`config.mk`:
```
export PLATFORM = sky130hd
export DESIGN_NAME = fcg_gate
export DESIGN_NICKNAME = d
export VERILOG_FILES = /design/src/verilog/fcg_pkg.sv /design/src/verilog/fcg_byte_if.sv /design/src/verilog/fcg_gate.sv /design/src/verilog/fcg_sync.sv /design/src/verilog/fcg_fifo.sv
export SDC_FILE = /design/constraint.sdc
export NUM_CORES = 1
export LEC_CHECK = 0
export ABC_AREA = 0
export BUFFER_PORTS_ARGS = -buffer_cell sky130_fd_sc_hd__buf_2
export CORE_MARGIN = 4
export CORE_UTILIZATION = 60
export DETAILED_ROUTE_END_ITERATION = 7
export GPL_TIMING_DRIVEN = 0
export PLACE_DENSITY = 0.76
export SLEW_MARGIN = 20
export SYNTH_ARGS = -nofsm -noshare
export SYNTH_HDL_FRONTEND = slang
export SYNTH_HIERARCHICAL = 1
export SYNTH_SLANG_ARGS = --single-unit
```
`constraint.sdc`:
```
create_clock -name ref_clk_in -period 7.95 [get_ports ref_clk_in]
set_clock_uncertainty 0.2 [all_clocks]
set_input_delay 0.795 -clock ref_clk_in [delete_from_list [all_inputs] [get_ports ref_clk_in]]
set_output_delay 0.795 -clock ref_clk_in [all_outputs]
set_load 0.01 [all_outputs]
```
`src/verilog/fcg_pkg.sv`:
```
// constants and types of the caller-id receiver power and carrier gate
// assumes one 25 MHz system clock; every pin input is synchronised before use
//
// What this block does
// - controller raises sleep request; device stops its logic and ignores line input.
// - while asleep the device responds to no input but mode, which selects how the outputs are parked.
// - asleep, word ready and carrier float in mode 0, driven high in mode 1.
// - asleep in mode 0, data and bit strobe outputs sit high.
// - controller lowers sleep request; device resumes receiving.
// - carrier present asserts low only after energy is digitally qualified.
// - once present, carrier rides through short dropouts with 10 ms hysteresis.
// - carrier releases only after 10 ms with no in-band activity.
// - without carrier, bit timing recovery ignores the demodulator output.
// - mode 0 without carrier: data high, no bit strobes, no word ready.
// - mode 1 without carrier: shift register frozen, no word ready.
// - any in-band signal that raises carrier is demodulated as data.
// - ringing never triggers the carrier detector.
// - carrier qualification derives from the 3.579545 MHz oscillator rate; bit and hysteresis timing count 25 MHz clocks.
// - mark decodes as one, space as zero, in either format.
// - mode input low selects streaming mode 0, high buffered mode 1.
// - mode 0: eight strobes at data bit centres, then a word ready pulse.
// - mode 1: word ready released on first read strobe or after half bit.
// - mode 1: strobe rising edges shift byte out in received order; extras ignored.
package fcg_pkg;
  localparam int unsigned CLK_HZ       = 25_000_000;
  localparam int unsigned OSC_HZ       = 3_579_545;
  localparam int unsigned BAUD         = 1200;
  localparam int unsigned MARK_NA_HZ   = 1200;
  localparam int unsigned SPACE_NA_HZ  = 2200;
  localparam int unsigned MARK_EU_HZ   = 1300;
  localparam int unsigned SPACE_EU_HZ  = 2100;
  localparam int unsigned HYST_MS      = 10;
  localparam int unsigned BIT_CYC      = CLK_HZ / BAUD;
  localparam int unsigned HALF_BIT_CYC = CLK_HZ / (2 * BAUD);
  localparam int unsigned HYST_CYC     = (CLK_HZ / 1000) * HYST_MS;
  localparam int unsigned QUAL_TICKS   = 64;
  localparam int unsigned DATA_BITS    = 8;
  localparam int unsigned FIFO_DEPTH   = 32;
  localparam int unsigned CNT_W        = 18;
  localparam int unsigned ACC_W        = 26;
  localparam logic        MODE_STREAM  = 1'b0;
  localparam logic        MODE_BUFFER  = 1'b1;

  typedef enum logic [1:0] {
    FCG_IDLE  = 2'b00,
    FCG_START = 2'b01,
    FCG_DATA  = 2'b10,
    FCG_STOP  = 2'b11
  } fcg_rx_state_t;

  // terminal count of an up-counter
  function automatic logic fcg_at_end(input logic [CNT_W-1:0] cnt, input logic [CNT_W-1:0] last);
    return cnt == last;
  endfunction
endpackage

```
`src/verilog/fcg_byte_if.sv`:
```
// byte stream between the receiver and its buffer
// assumes both ends share one clock
`timescale 1ns/1ps
interface fcg_byte_if #(parameter int unsigned W = 8) ();
  logic         push_valid;
  logic         push_ready;
  logic [W-1:0] push_data;
  logic         pop_valid;
  logic         pop_ready;
  logic [W-1:0] pop_data;
  logic         flush;

  modport src  (output push_valid, push_data, pop_ready, flush,
                input  push_ready, pop_valid, pop_data);
  modport fifo (input  push_valid, push_data, pop_ready, flush,
                output push_ready, pop_valid, pop_data);
endinterface

```
`src/verilog/fcg_gate.sv`:
```
// power-down control, carrier qualification and three-wire data interface
// assumes demodulator bit, band energy and ringing flags arrive as async pins
`timescale 1ns/1ps
module fcg_gate
  import fcg_pkg::*;
#(
  parameter int unsigned BIT_CYCLES  = fcg_pkg::BIT_CYC,
  parameter int unsigned HALF_CYCLES = fcg_pkg::HALF_BIT_CYC,
  parameter int unsigned HYST_CYCLES = fcg_pkg::HYST_CYC,
  parameter int unsigned QUAL_COUNT  = fcg_pkg::QUAL_TICKS,
  parameter int unsigned DEPTH       = fcg_pkg::FIFO_DEPTH
) (
  input  wire logic ref_clk_in,
  input  wire logic nrst_in,
  input  wire logic sleep_request_in,
  input  wire logic mode_in,
  input  wire logic demod_bit_in,
  input  wire logic band_energy_in,
  input  wire logic ringing_in,
  input  wire logic bit_strobe_in,
  output logic      data_out,
  output logic      bit_strobe_out,
  output logic      bit_strobe_oe_out,
  output logic      word_ready_n_out,
  output logic      word_ready_n_oe_out,
  output logic      carrier_present_n_out,
  output logic      carrier_present_n_oe_out
);
  import fcg_pkg::*;

  localparam logic [CNT_W-1:0] BIT_LAST  = CNT_W'(BIT_CYCLES - 1);
  localparam logic [CNT_W-1:0] HALF_LAST = CNT_W'(HALF_CYCLES - 1);
  localparam logic [CNT_W-1:0] HYST_LAST = CNT_W'(HYST_CYCLES - 1);
  localparam logic [7:0]       QUAL_LAST = 8'(QUAL_COUNT - 1);

  // =====================================================================
  // input synchronisers
  logic [5:0] pins_s;
  logic       sleep_s;
  logic       mode_s;
  logic       demod_s;
  logic       energy_s;
  logic       ring_s;
  logic       rd_strobe_s;

  fcg_sync #(.W(6)) u_sync (
    .ref_clk_in (ref_clk_in),
    .nrst_in    (nrst_in),
    .d_in       ({sleep_request_in, mode_in, demod_bit_in, band_energy_in, ringing_in, bit_strobe_in}),
    .q_out      (pins_s)
  );
  assign {sleep_s, mode_s, demod_s, energy_s, ring_s, rd_strobe_s} = pins_s;

  fcg_byte_if #(.W(DATA_BITS)) bif ();

  fcg_fifo #(.W(DATA_BITS), .DEPTH(DEPTH)) u_fifo (
    .ref_clk_in (ref_clk_in),
    .nrst_in    (nrst_in),
    .bif        (bif.fifo)
  );

  // =====================================================================
  // oscillator-rate tick
  logic [ACC_W-1:0] osc_acc;
  logic [ACC_W-1:0] next_osc_acc;
  logic             osc_tick;

  assign next_osc_acc = ACC_W'(osc_acc + ACC_W'(OSC_HZ));
  assign osc_tick     = (next_osc_acc >= ACC_W'(CLK_HZ));

  always_ff @(posedge ref_clk_in or negedge nrst_in) begin
    if (!nrst_in) begin
      osc_acc <= '0;
    end else if (sleep_s) begin
      osc_acc <= '0;
    end else if (osc_tick) begin
      osc_acc <= ACC_W'(next_osc_acc - ACC_W'(CLK_HZ));
    end else begin
      osc_acc <= next_osc_acc;
    end
  end

  // =====================================================================
  // carrier qualification and hysteresis
  logic             carrier_on;
  logic [7:0]       qual_cnt;
  logic [CNT_W-1:0] hyst_cnt;
  logic             energy_ok;

  assign energy_ok = energy_s && !ring_s;

  always_ff @(posedge ref_clk_in or negedge nrst_in) begin
    if (!nrst_in) begin
      carrier_on <= 1'b0;
      qual_cnt   <= '0;
      hyst_cnt   <= '0;
    end else if (sleep_s) begin
      carrier_on <= 1'b0;
      qual_cnt   <= '0;
      hyst_cnt   <= '0;
    end else if (!carrier_on) begin
      hyst_cnt <= '0;
      if (!energy_ok) begin
        qual_cnt <= '0;
      end else if (osc_tick) begin
        if (qual_cnt == QUAL_LAST) begin
          carrier_on <= 1'b1;
          qual_cnt   <= '0;
        end else begin
          qual_cnt <= 8'(qual_cnt + 1'b1);
        end
      end
    end else if (energy_ok) begin
      hyst_cnt <= '0;
    end else if (fcg_at_end(hyst_cnt, HYST_LAST)) begin
      carrier_on <= 1'b0;
      hyst_cnt   <= '0;
    end else begin
      hyst_cnt <= CNT_W'(hyst_cnt + 1'b1);
    end
  end

  // =====================================================================
  // bit timing recovery
  fcg_rx_state_t            state;
  logic [CNT_W-1:0]         bit_cnt;
  logic [2:0]               bit_idx;
  logic [DATA_BITS-1:0]     rx_byte;
  logic                     demod_q;
  logic                     bit_sample;
  logic                     byte_done;

  assign bit_sample = (state == FCG_DATA) && fcg_at_end(bit_cnt, BIT_LAST);
  assign byte_done  = (state == FCG_STOP) && fcg_at_end(bit_cnt, BIT_LAST) && demod_s;

  always_ff @(posedge ref_clk_in or negedge nrst_in) begin
    if (!nrst_in) begin
      state   <= FCG_IDLE;
      bit_cnt <= '0;
      bit_idx <= '0;
      rx_byte <= '0;
      demod_q <= 1'b1;
    end else if (sleep_s || !carrier_on) begin
      state   <= FCG_IDLE;
      bit_cnt <= '0;
      bit_idx <= '0;
      demod_q <= 1'b1;
    end else begin
      demod_q <= demod_s;
      case (state)
        FCG_IDLE: begin
          bit_cnt <= '0;
          bit_idx <= '0;
          if (demod_q && !demod_s) begin
            state <= FCG_START;
          end
        end
        FCG_START: begin
          if (fcg_at_end(bit_cnt, HALF_LAST)) begin
            bit_cnt <= '0;
            state   <= demod_s ? FCG_IDLE : FCG_DATA;
          end else begin
            bit_cnt <= CNT_W'(bit_cnt + 1'b1);
          end
        end
        FCG_DATA: begin
          if (bit_sample) begin
            bit_cnt <= '0;
            rx_byte <= {demod_s, rx_byte[DATA_BITS-1:1]};
            bit_idx <= 3'(bit_idx + 1'b1);
            if (bit_idx == 3'h7) begin
              state <= FCG_STOP;
            end
          end else begin
            bit_cnt <= CNT_W'(bit_cnt + 1'b1);
          end
        end
        FCG_STOP: begin
          if (fcg_at_end(bit_cnt, BIT_LAST)) begin
            bit_cnt <= '0;
            state   <= FCG_IDLE;
          end else begin
            bit_cnt <= CNT_W'(bit_cnt + 1'b1);
          end
        end
        default: begin
          state <= FCG_IDLE;
        end
      endcase
    end
  end

  // =====================================================================
  // buffered path: push, load and read-strobe shift
  logic                 rd_strobe_q;
  logic                 strobe_rise;
  logic [DATA_BITS-1:0] shreg;
  logic [3:0]           bits_left;
  logic                 load;
  logic                 live;
  logic [CNT_W-1:0]     wr_cnt;
  logic                 next_wr_n;
  logic                 next_strobe;
  logic                 next_data;

  assign live          = carrier_on && !sleep_s;
  assign strobe_rise   = rd_strobe_s && !rd_strobe_q;
  assign bif.flush     = sleep_s;
  assign bif.pop_ready = (mode_s == MODE_BUFFER) && live && (bits_left == 4'h0) && word_ready_n_out;
  assign load          = bif.pop_ready && bif.pop_valid;

  always_ff @(posedge ref_clk_in or negedge nrst_in) begin
    if (!nrst_in) begin
      bif.push_valid <= 1'b0;
      bif.push_data  <= '0;
    end else if (sleep_s) begin
      bif.push_valid <= 1'b0;
    end else if (byte_done && mode_s == MODE_BUFFER) begin
      bif.push_valid <= 1'b1;
      bif.push_data  <= rx_byte;
    end else if (bif.push_ready) begin
      bif.push_valid <= 1'b0;
    end
  end

  always_ff @(posedge ref_clk_in or negedge nrst_in) begin
    if (!nrst_in) begin
      rd_strobe_q <= 1'b0;
      shreg       <= '0;
      bits_left   <= '0;
    end else begin
      rd_strobe_q <= rd_strobe_s;
      if (sleep_s) begin
        shreg     <= '0;
        bits_left <= '0;
      end else if (load) begin
        shreg     <= bif.pop_data;
        bits_left <= 4'(DATA_BITS);
      end else if (mode_s == MODE_BUFFER && live && strobe_rise && bits_left != 4'h0) begin
        shreg     <= {1'b0, shreg[DATA_BITS-1:1]};
        bits_left <= 4'(bits_left - 1'b1);
      end
    end
  end

  // =====================================================================
  // output drive
  always_comb begin
    next_wr_n   = word_ready_n_out;
    next_strobe = bit_strobe_out;
    next_data   = data_out;
    if (sleep_s) begin
      next_wr_n   = 1'b1;
      next_strobe = 1'b1;
      next_data   = 1'b1;
    end else if (mode_s == MODE_STREAM) begin
      next_data = carrier_on ? demod_s : 1'b1;
      if (!carrier_on) begin
        next_strobe = 1'b0;
        next_wr_n   = 1'b1;
      end else begin
        if (bit_sample) begin
          next_strobe = 1'b1;
        end else if (fcg_at_end(bit_cnt, HALF_LAST) || state == FCG_IDLE) begin
          next_strobe = 1'b0;
        end
        if (byte_done) begin
          next_wr_n = 1'b0;
        end else if (fcg_at_end(wr_cnt, HALF_LAST)) begin
          next_wr_n = 1'b1;
        end
      end
    end else begin
      next_strobe = 1'b0;
      if (load) begin
        next_wr_n = 1'b0;
      end else if (!word_ready_n_out && (strobe_rise || fcg_at_end(wr_cnt, HALF_LAST))) begin
        next_wr_n = 1'b1;
      end
      if (live && strobe_rise && bits_left != 4'h0) begin
        next_data = shreg[0];
      end
    end
  end

  always_ff @(posedge ref_clk_in or negedge nrst_in) begin
    if (!nrst_in) begin
      data_out                 <= 1'b1;
      bit_strobe_out           <= 1'b0;
      bit_strobe_oe_out        <= 1'b0;
      word_ready_n_out         <= 1'b1;
      word_ready_n_oe_out      <= 1'b0;
      carrier_present_n_out    <= 1'b1;
      carrier_present_n_oe_out <= 1'b0;
      wr_cnt                   <= '0;
    end else begin
      data_out                 <= next_data;
      bit_strobe_out           <= next_strobe;
      bit_strobe_oe_out        <= (mode_s == MODE_STREAM);
      word_ready_n_out         <= next_wr_n;
      word_ready_n_oe_out      <= (mode_s == MODE_BUFFER) || !next_wr_n;
      carrier_present_n_out    <= !carrier_on;
      carrier_present_n_oe_out <= (mode_s == MODE_BUFFER) || carrier_on;
      wr_cnt                   <= word_ready_n_out ? '0 : CNT_W'(wr_cnt + 1'b1);
    end
  end

  logic [3:0] strobe_tally;
  always_ff @(posedge ref_clk_in or negedge nrst_in) begin
    if (!nrst_in) begin
      strobe_tally <= '0;
    end else if (!word_ready_n_out || !carrier_on || state == FCG_START) begin
      strobe_tally <= '0;
    end else if (next_strobe && !bit_strobe_out) begin
      strobe_tally <= 4'(strobe_tally + 1'b1);
    end
  end
endmodule // fcg_gate

```
`src/verilog/fcg_sync.sv`:
```
// two flip-flop synchroniser for pin inputs
// assumes inputs are asynchronous to ref_clk_in
`timescale 1ns/1ps
module fcg_sync #(
  parameter int unsigned W = 1
) (
  input  wire logic         ref_clk_in,
  input  wire logic         nrst_in,
  input  wire logic [W-1:0] d_in,
  output logic      [W-1:0] q_out
);
  logic [W-1:0] meta;

  always_ff @(posedge ref_clk_in or negedge nrst_in) begin
    if (!nrst_in) begin
      meta  <= '0;
      q_out <= '0;
    end else begin
      meta  <= d_in;
      q_out <= meta;
    end
  end
endmodule // fcg_sync

```
`src/verilog/fcg_fifo.sv`:
```
// byte buffer with registered read data
// assumes flush is synchronous and wins over push and pop
`timescale 1ns/1ps
module fcg_fifo #(
  parameter int unsigned W     = 8,
  parameter int unsigned DEPTH = 32
) (
  input  wire logic ref_clk_in,
  input  wire logic nrst_in,
  fcg_byte_if.fifo  bif
);
  localparam int unsigned AW = $clog2(DEPTH);

  logic [W-1:0]  mem [DEPTH];
  logic [AW-1:0] wr_ptr;
  logic [AW-1:0] rd_ptr;
  logic [AW:0]   count;
  logic          do_push;
  logic          do_fetch;

  assign bif.push_ready = (count != (AW+1)'(DEPTH));
  assign do_push        = bif.push_valid && bif.push_ready;
  assign do_fetch       = (count != '0) && (!bif.pop_valid || bif.pop_ready);

  always_ff @(posedge ref_clk_in) begin
    if (do_push) begin
      mem[wr_ptr] <= bif.push_data;
    end
  end

  always_ff @(posedge ref_clk_in or negedge nrst_in) begin
    if (!nrst_in) begin
      wr_ptr <= '0;
      rd_ptr <= '0;
      count  <= '0;
    end else if (bif.flush) begin
      wr_ptr <= '0;
      rd_ptr <= '0;
      count  <= '0;
    end else begin
      if (do_push) begin
        wr_ptr <= AW'(wr_ptr + 1'b1);
      end
      if (do_fetch) begin
        rd_ptr <= AW'(rd_ptr + 1'b1);
      end
      count <= (AW+1)'(count + do_push - do_fetch);
    end
  end

  // output stage: read data from a register
  always_ff @(posedge ref_clk_in or negedge nrst_in) begin
    if (!nrst_in) begin
      bif.pop_valid <= 1'b0;
      bif.pop_data  <= '0;
    end else if (bif.flush) begin
      bif.pop_valid <= 1'b0;
    end else if (do_fetch) begin
      bif.pop_valid <= 1'b1;
      bif.pop_data  <= mem[rd_ptr];
    end else if (bif.pop_ready) begin
      bif.pop_valid <= 1'b0;
    end
  end
endmodule // fcg_fifo

```
# Yosys cells after proc, flatten, opt, wreduce, memory -nomap -nowiden
# Memory sizes are Yosys's and may differ from the RTL's. A register that Yosys moved wholly into a read port is not among the register bits.
# Cells that the tools add are included.
[op_classes]
reduce_logical = 50
add_sub_neg = 12
order_cmp = 1
n_eq_ne = 19
bitwise = 3
mux = 71
[op_table]
columns = ["op", "n"]
rows = [
  ["$mux 18", 9],
  ["$pmux 18 s4", 1],
  ["$mux 8", 8],
  ["$add 18x1->18 const B", 3],
  ["$mux 26", 2],
  ["$eq 18x14->1 const B", 2],
  ["$mux 1", 32],
  ["$add 26x22->26 const B", 1],
  ["$ge 26x25->1 const B", 1],
  ["$sub 26x25->26 const B", 1],
  ["$mux 5", 4],
  ["$logic_and 1x1->1", 19],
  ["$eq 18x15->1 const B", 1],
  ["$eq 18x18->1 const B", 1],
  ["$mux 2", 7],
  ["$mux 4", 3],
  ["$ne 3x2->1 const B", 4],
  ["$reduce_bool 3->1", 4],
  ["$add 5x1->5 const B", 2],
  ["$logic_not 1->1", 9],
  ["$add 8x1->8 const B", 1],
  ["$eq 8x6->1 const B", 1],
  ["$pmux 2 s4", 1],
  ["$reduce_and 2->1", 4],
  ["other kinds (24)", 35],
]
[word_totals]
n_memories = 1
ram_bits = 256
output_inout_bits = 7
elab_cells = 185
ff_bits = 161
[memory_table]
columns = ["name", "depth", "word_bits", "rd", "rd_clocked_by_memory_dff", "wr", "line", "text"]
rows = [
  ["u_fifo.mem", 32, 8, 1, 1, 1, "fcg_fifo.sv:14", "logic [W-1:0] mem [DEPTH];"],
]

# Depth between registers and ports, before layout
[logic_depth]
ltp_word = 11
mapped_depth = 16

# Modules after synthesis
# The synthesis kept the hierarchy.
[by_module_without_submodules]
columns = ["mod", "seq_area_each_um2", "cells_per_inst", "area_each_um2", "n_inst"]
rows = [
  ["fcg_fifo", 8313.0, 610, 11329.6, 1],
  ["fcg_gate", 3308.2, 777, 7397.1, 1],
  ["fcg_sync", 300.3, 12, 300.3, 1],
]

# Worst setup path after synthesis
# OpenSTA, ideal clock, no wires.
[synth_timing]
kind = "reg-to-reg"
from = "register osc_acc[0]"
to = "register osc_acc[13]"
t_required_ns = 7.622
synth_period_minus_slack_ns = 3.700
setup_slack_ns = 4.250
arrival_time_ns = 3.372
path_stages_with_launch = 10
setup_time_ns = 0.128
path_cell_list = "dfrtp_1 > ha_1 > a211oi_1 > o21ai_1 > a2111oi_2 > o21ai_0 > a32o_1 > or3_4 > a2111oi_2 > mux2_1"
[synth_between]
elab_chain_len = 4
elab_cells_between_ends = 5
classes_between = "add/sub (2); order compare (1); mux (2)"
[synth_lines]
columns = ["element", "line", "text"]
rows = [
  ["start: declaration", "fcg_gate.sv:64", "logic [ACC_W-1:0] osc_acc;"],
  ["start signal: assignment", "fcg_gate.sv:77", "osc_acc <= ACC_W'(next_osc_acc - ACC_W'(CLK_HZ));"],
  ["start signal: assignment", "fcg_gate.sv:79", "osc_acc <= next_osc_acc;"],
  ["$add 26x22->26 *", "fcg_gate.sv:68", "assign next_osc_acc = ACC_W'(osc_acc + ACC_W'(OSC_HZ));"],
  ["$sub 26x25->26 / $ge 26x25->1 (equally long branches)", "fcg_gate.sv:77, fcg_gate.sv:69", ""],
  ["$mux 26 *", "fcg_gate.sv:76", "end else if (osc_tick) begin"],
  ["$mux 26 *", "fcg_gate.sv:74", "end else if (sleep_s) begin"],
]
# Mark *: on every way between the ends. The rest lies on a longest branch, timed or not.
# A chain may end at the register's enable or synchronous reset.

# Worst setup path in the final report
[layout_timing]
from = "register osc_acc[0]"
to = "register osc_acc[21]"
# The elaborated chain is that of the path after synthesis.

==> results.cfg <==
[placed_design]
place_ws_ns = 3.53
gp_congestion = 0.881
port_buffers = 14
hpwl_mm = 25.3

[timing]
slew_headroom_pct = 33.5
fmax_ghz = 0.220
period_minus_slack_ns = 4.54
tightest_slew_ns = 0.998
setup_violations = 0
rsz0062_at_grt = false
final.setup.tns_ns = 0
finalMaxSlewViolations = 0
hold_viol = 0
worst_slack_ns = 3.41
timing.final.crit_share_pct = 57.2

[logic_synthesis]
synth-edff-count = 256
synth_compound_area_share_pct = 7.98
syn_inst = 1399
synth_top_family_by_area = simple AND/OR/NAND/NOR gates
synth_fp_nets = 1433
synthAdderAreaFrac_pct = 1.75
synthFlopType = edfxtp_1
synthSimpleGateAreaFrac_pct = 11.2
ys_ff_latch = 425
yosys_warnings = 6
syn_avg_cell_area_um2 = 13.6
synth_cell_types = 85
yosysSeqAreaShare_pct = 62.7
async_reset_ff_share_pct = 39.8
synth_xor_area_share_pct = 3.59
syn_area_um2 = 19000
synth.area.mux_share_pct = 10.5

[power_and_ir_drop]
p_leak_nw = 6.74
power_density_nw_per_um2 = 236
ir_worst_vdd_mv = 0.205

[global_route]
antenna_found_initial = 0
grt_max_degree = 89
grt_usage_pct = 23.6
grt_overflow = 0
grt_pass1_vias = 11586
grt_pass1_wl_mm = 63.6

[clocking]
cts_htree_levels = 2
post_cts_buffers = 0
cts_hold_buffers = 0
cts_tree = yes
cts_root_buf = clkbuf_16
clk_latency_ns = 0.55
cts-buffers-inserted = 43
clk_pin_slew_ns = 0.06
clock_sinks = 425
postCtsResizedCells = 0
clockBufferDepth = 3

[floorplanning]
fp.dieW_um = 186
core_um2 = 30900
ios = 15
rows = 64
die_h_um = 186
start_util_pct = 61.6
die_area_um2 = 34600

[critical_path]
cp_num_cells = 11
crit_arrival_ns = 4.78
crit_fanout = 10
crit_chain = ha_1 -> a211oi_1 -> o21ai_1 -> a2111oi_2 -> o21ai_0 -> a21bo_2 -> and2_1 -> clkbuf_1 -> clkbuf_1 -> a21oi_1 -> mux2_2
cp_data_required_time_ns = 8.19
worst_path_largest_cell_delay_ns = 0.78
crit_path_frequent_cell = clkbuf_1
critPathBufInv = 2
crit_type = reg2reg
crit_path_top_delay_cell = a211oi_1
worstSetupStartpointType = flop
cp_top_family = compound AO/OA/AOI/OAI gates
reg2regPathDepth = 11
crit_path_end_kind = flop

[cells_and_area]
final_core_util_pct = 67.8
final_net_count = 1493
area_growth_pct = 10.1
area.sequential_um2 = 11900
multiInputGateArea_um2 = 6680
fillers = 2161
antennaDiodeCount = 0
drive_gt1_share_pct = 13.9

[detailed_routing]
dr.pass1.iters = 5
wire_per_inst_um = 21.0
drc = 0
routed_wl_mm = 39.6
via_per_inst = 6.18
vias = 11653
ant_nets = 0
drt_iter0_drc = 953

[run]
maxCapViolations = 0

[min_path]
hold_path.class = in2async

[run_status]
status = finished clean
==> through the flow <==
step | total power, mW | hold slack, ns | instances | instance area (µm²)
floorplan | 2.95 | 0.131 | 1399 | 19000
global placement | 3.08 | 0.135 | 1809 | 19600
detailed placement | 3.10 | 0.138 | 1810 | 19600
CTS | 4.98 | 0.0587 | 1886 | 20900
global route | 5.16 | 0.0787 | 1886 | 20900
finish | 4.95 | 0.0383 | 1886 | 20900
==> routing by layer <==
layer | up-vias | part of all wire (%) | global-route usage [%]
li1 | 5373 | - | -
met3 | 82 | 5.6 | 3.87
met2 | 371 | 50 | 39.8
met4 | 0 | 2.5 | 6.76
met5 | - | 0 | 0
met1 | 5827 | 42 | 32.1
==> flip-flops by register name, summed over array words and instances (netlist names), 4 cells and up <==
name and count:
u_fifo/rd_ptr 5, u_fifo/wr_ptr 5, u_sync/meta 6, qual_cnt 8, u_fifo/mem 256, u_sync/q_out 6
hyst_cnt 18, wr_cnt 18, bif.push_data 8, rx_byte 8, u_fifo/bif.pop_data 8, u_fifo/count 6
bits_left 4, bit_cnt 18, osc_acc 26, shreg 8
==> path summary, 6_finish.rpt <==
kind                                      from          endpoint  slack, ns
worst max-delay path                osc_acc[0]       osc_acc[21]       3.41
worst min register to register  u_sync/meta[3]   u_sync/q_out[3]       0.15
max in group asynchronous              nrst_in  bif.push_data[5]       6.67
worst max register to register      osc_acc[0]       osc_acc[21]       3.41
worst min-delay path                   nrst_in         wr_cnt[9]       0.04
min in group ref_clk_in         u_sync/meta[3]   u_sync/q_out[3]       0.15
==> placed cells by master (no fill, tap or decap), types with 6 or more instances in the layout <==
cell / count
buf_2: 19
xnor2_1: 39
xor2_1: 39
mux2i_1: 61
nand3_1: 30
nor2_1: 166
o31ai_1: 13
and3_1: 16
dfrtp_1: 158
nand4_1: 16
mux4_2: 40
a22o_1: 12
nor3_1: 17
clkbuf_16: 43
a21oi_1: 39
edfxtp_1: 256
ha_1: 25
nand2_1: 79
inv_1: 22
o21ai_0: 19
dfrtp_2: 7
buf_6: 8
nor2b_1: 17
o22ai_1: 8
nand2b_1: 24
clkbuf_1: 54
buf_4: 6
mux2_2: 43
clkinv_1: 6
and2_1: 14
clkinv_2: 8
or3_1: 13
buf_1: 6
a211oi_1: 13
a221oi_1: 25
o211ai_1: 6
nor4_1: 6
==> Yosys cell counts (4+ instances only) <==
cell type  count  area (µm²)
a2111oi_0      4        35.0
nand2_1       79         297
dfstp_2        4         105
ha_1          25         313
and4_1         4        35.0
and2_1        14        87.6
mux2i_1       61         611
buf_4          6        45.0
nand3b_1       4        30.0
nor2b_1       17         106
o21ai_0       19        95.1
a211oi_1      13        97.6
nand3_1       30         150
xor2_1        39         342
o211ai_1       6        45.0
clkbuf_1      43         161
o21a_1         4        30.0
and3_1        16         100
edfxtp_1     256        7690
buf_6          8        90.1
o22ai_1        8        50.1
nand2b_1      24         150
buf_2          6        30.0
nor3_1        18        90.1
a31oi_1        4        25.0
nor4b_1        5        43.8
nor2_1       166         623
a22o_1        12         105
or3_1         13        81.3
nand4_1       16         100
nor4_1         6        37.5
dfrtp_1      165        4130
mux4_2        40         901
inv_1         22        82.6
a21oi_1       39         195
mux2_2        43         484
a211o_1        5        43.8
o31ai_1       13        97.6
xnor2_1       39         342
buf_1          6        22.5
a32oi_1        5        43.8
a221oi_1      25         219
==> cell type report <==
| type | count | area share [%] |
|---|---|---|
| Timing Repair Buffer | 15 | 0.514 |
| Tap cell | 396 | 2.37 |
| Buffer | 69 | 1.67 |
| Sequential cell | 425 | 57.0 |
| Clock buffer | 59 | 5.66 |
| Multi-Input combinational cell | 882 | 31.9 |
| Inverter | 23 | 0.412 |
| Clock inverter | 17 | 0.538 |
==> logic make-up (layout without fill, tap and decap cells) <==
group | count (synthesis) | after routing
buffers and inverters | 92 | 183
AO/OA/AOI/OAI | 199 | 199
XOR/XNOR | 78 | 78
flip-flops | 425 | 425
multiplexers | 145 | 145
adder cells (fa/ha/maj) | 26 | 26
AND/OR/NAND/NOR | 434 | 434
==> power breakdown <==
group / switching, mW / internal [mW] / total [mW]
registers: 0.0487 / 2.37 / 2.42
clock network: 0.806 / 1.07 / 1.88
logic: 0.397 / 0.253 / 0.650
total: 1.25 / 3.70 / 4.95
Power figures use the tool's default switching activity.
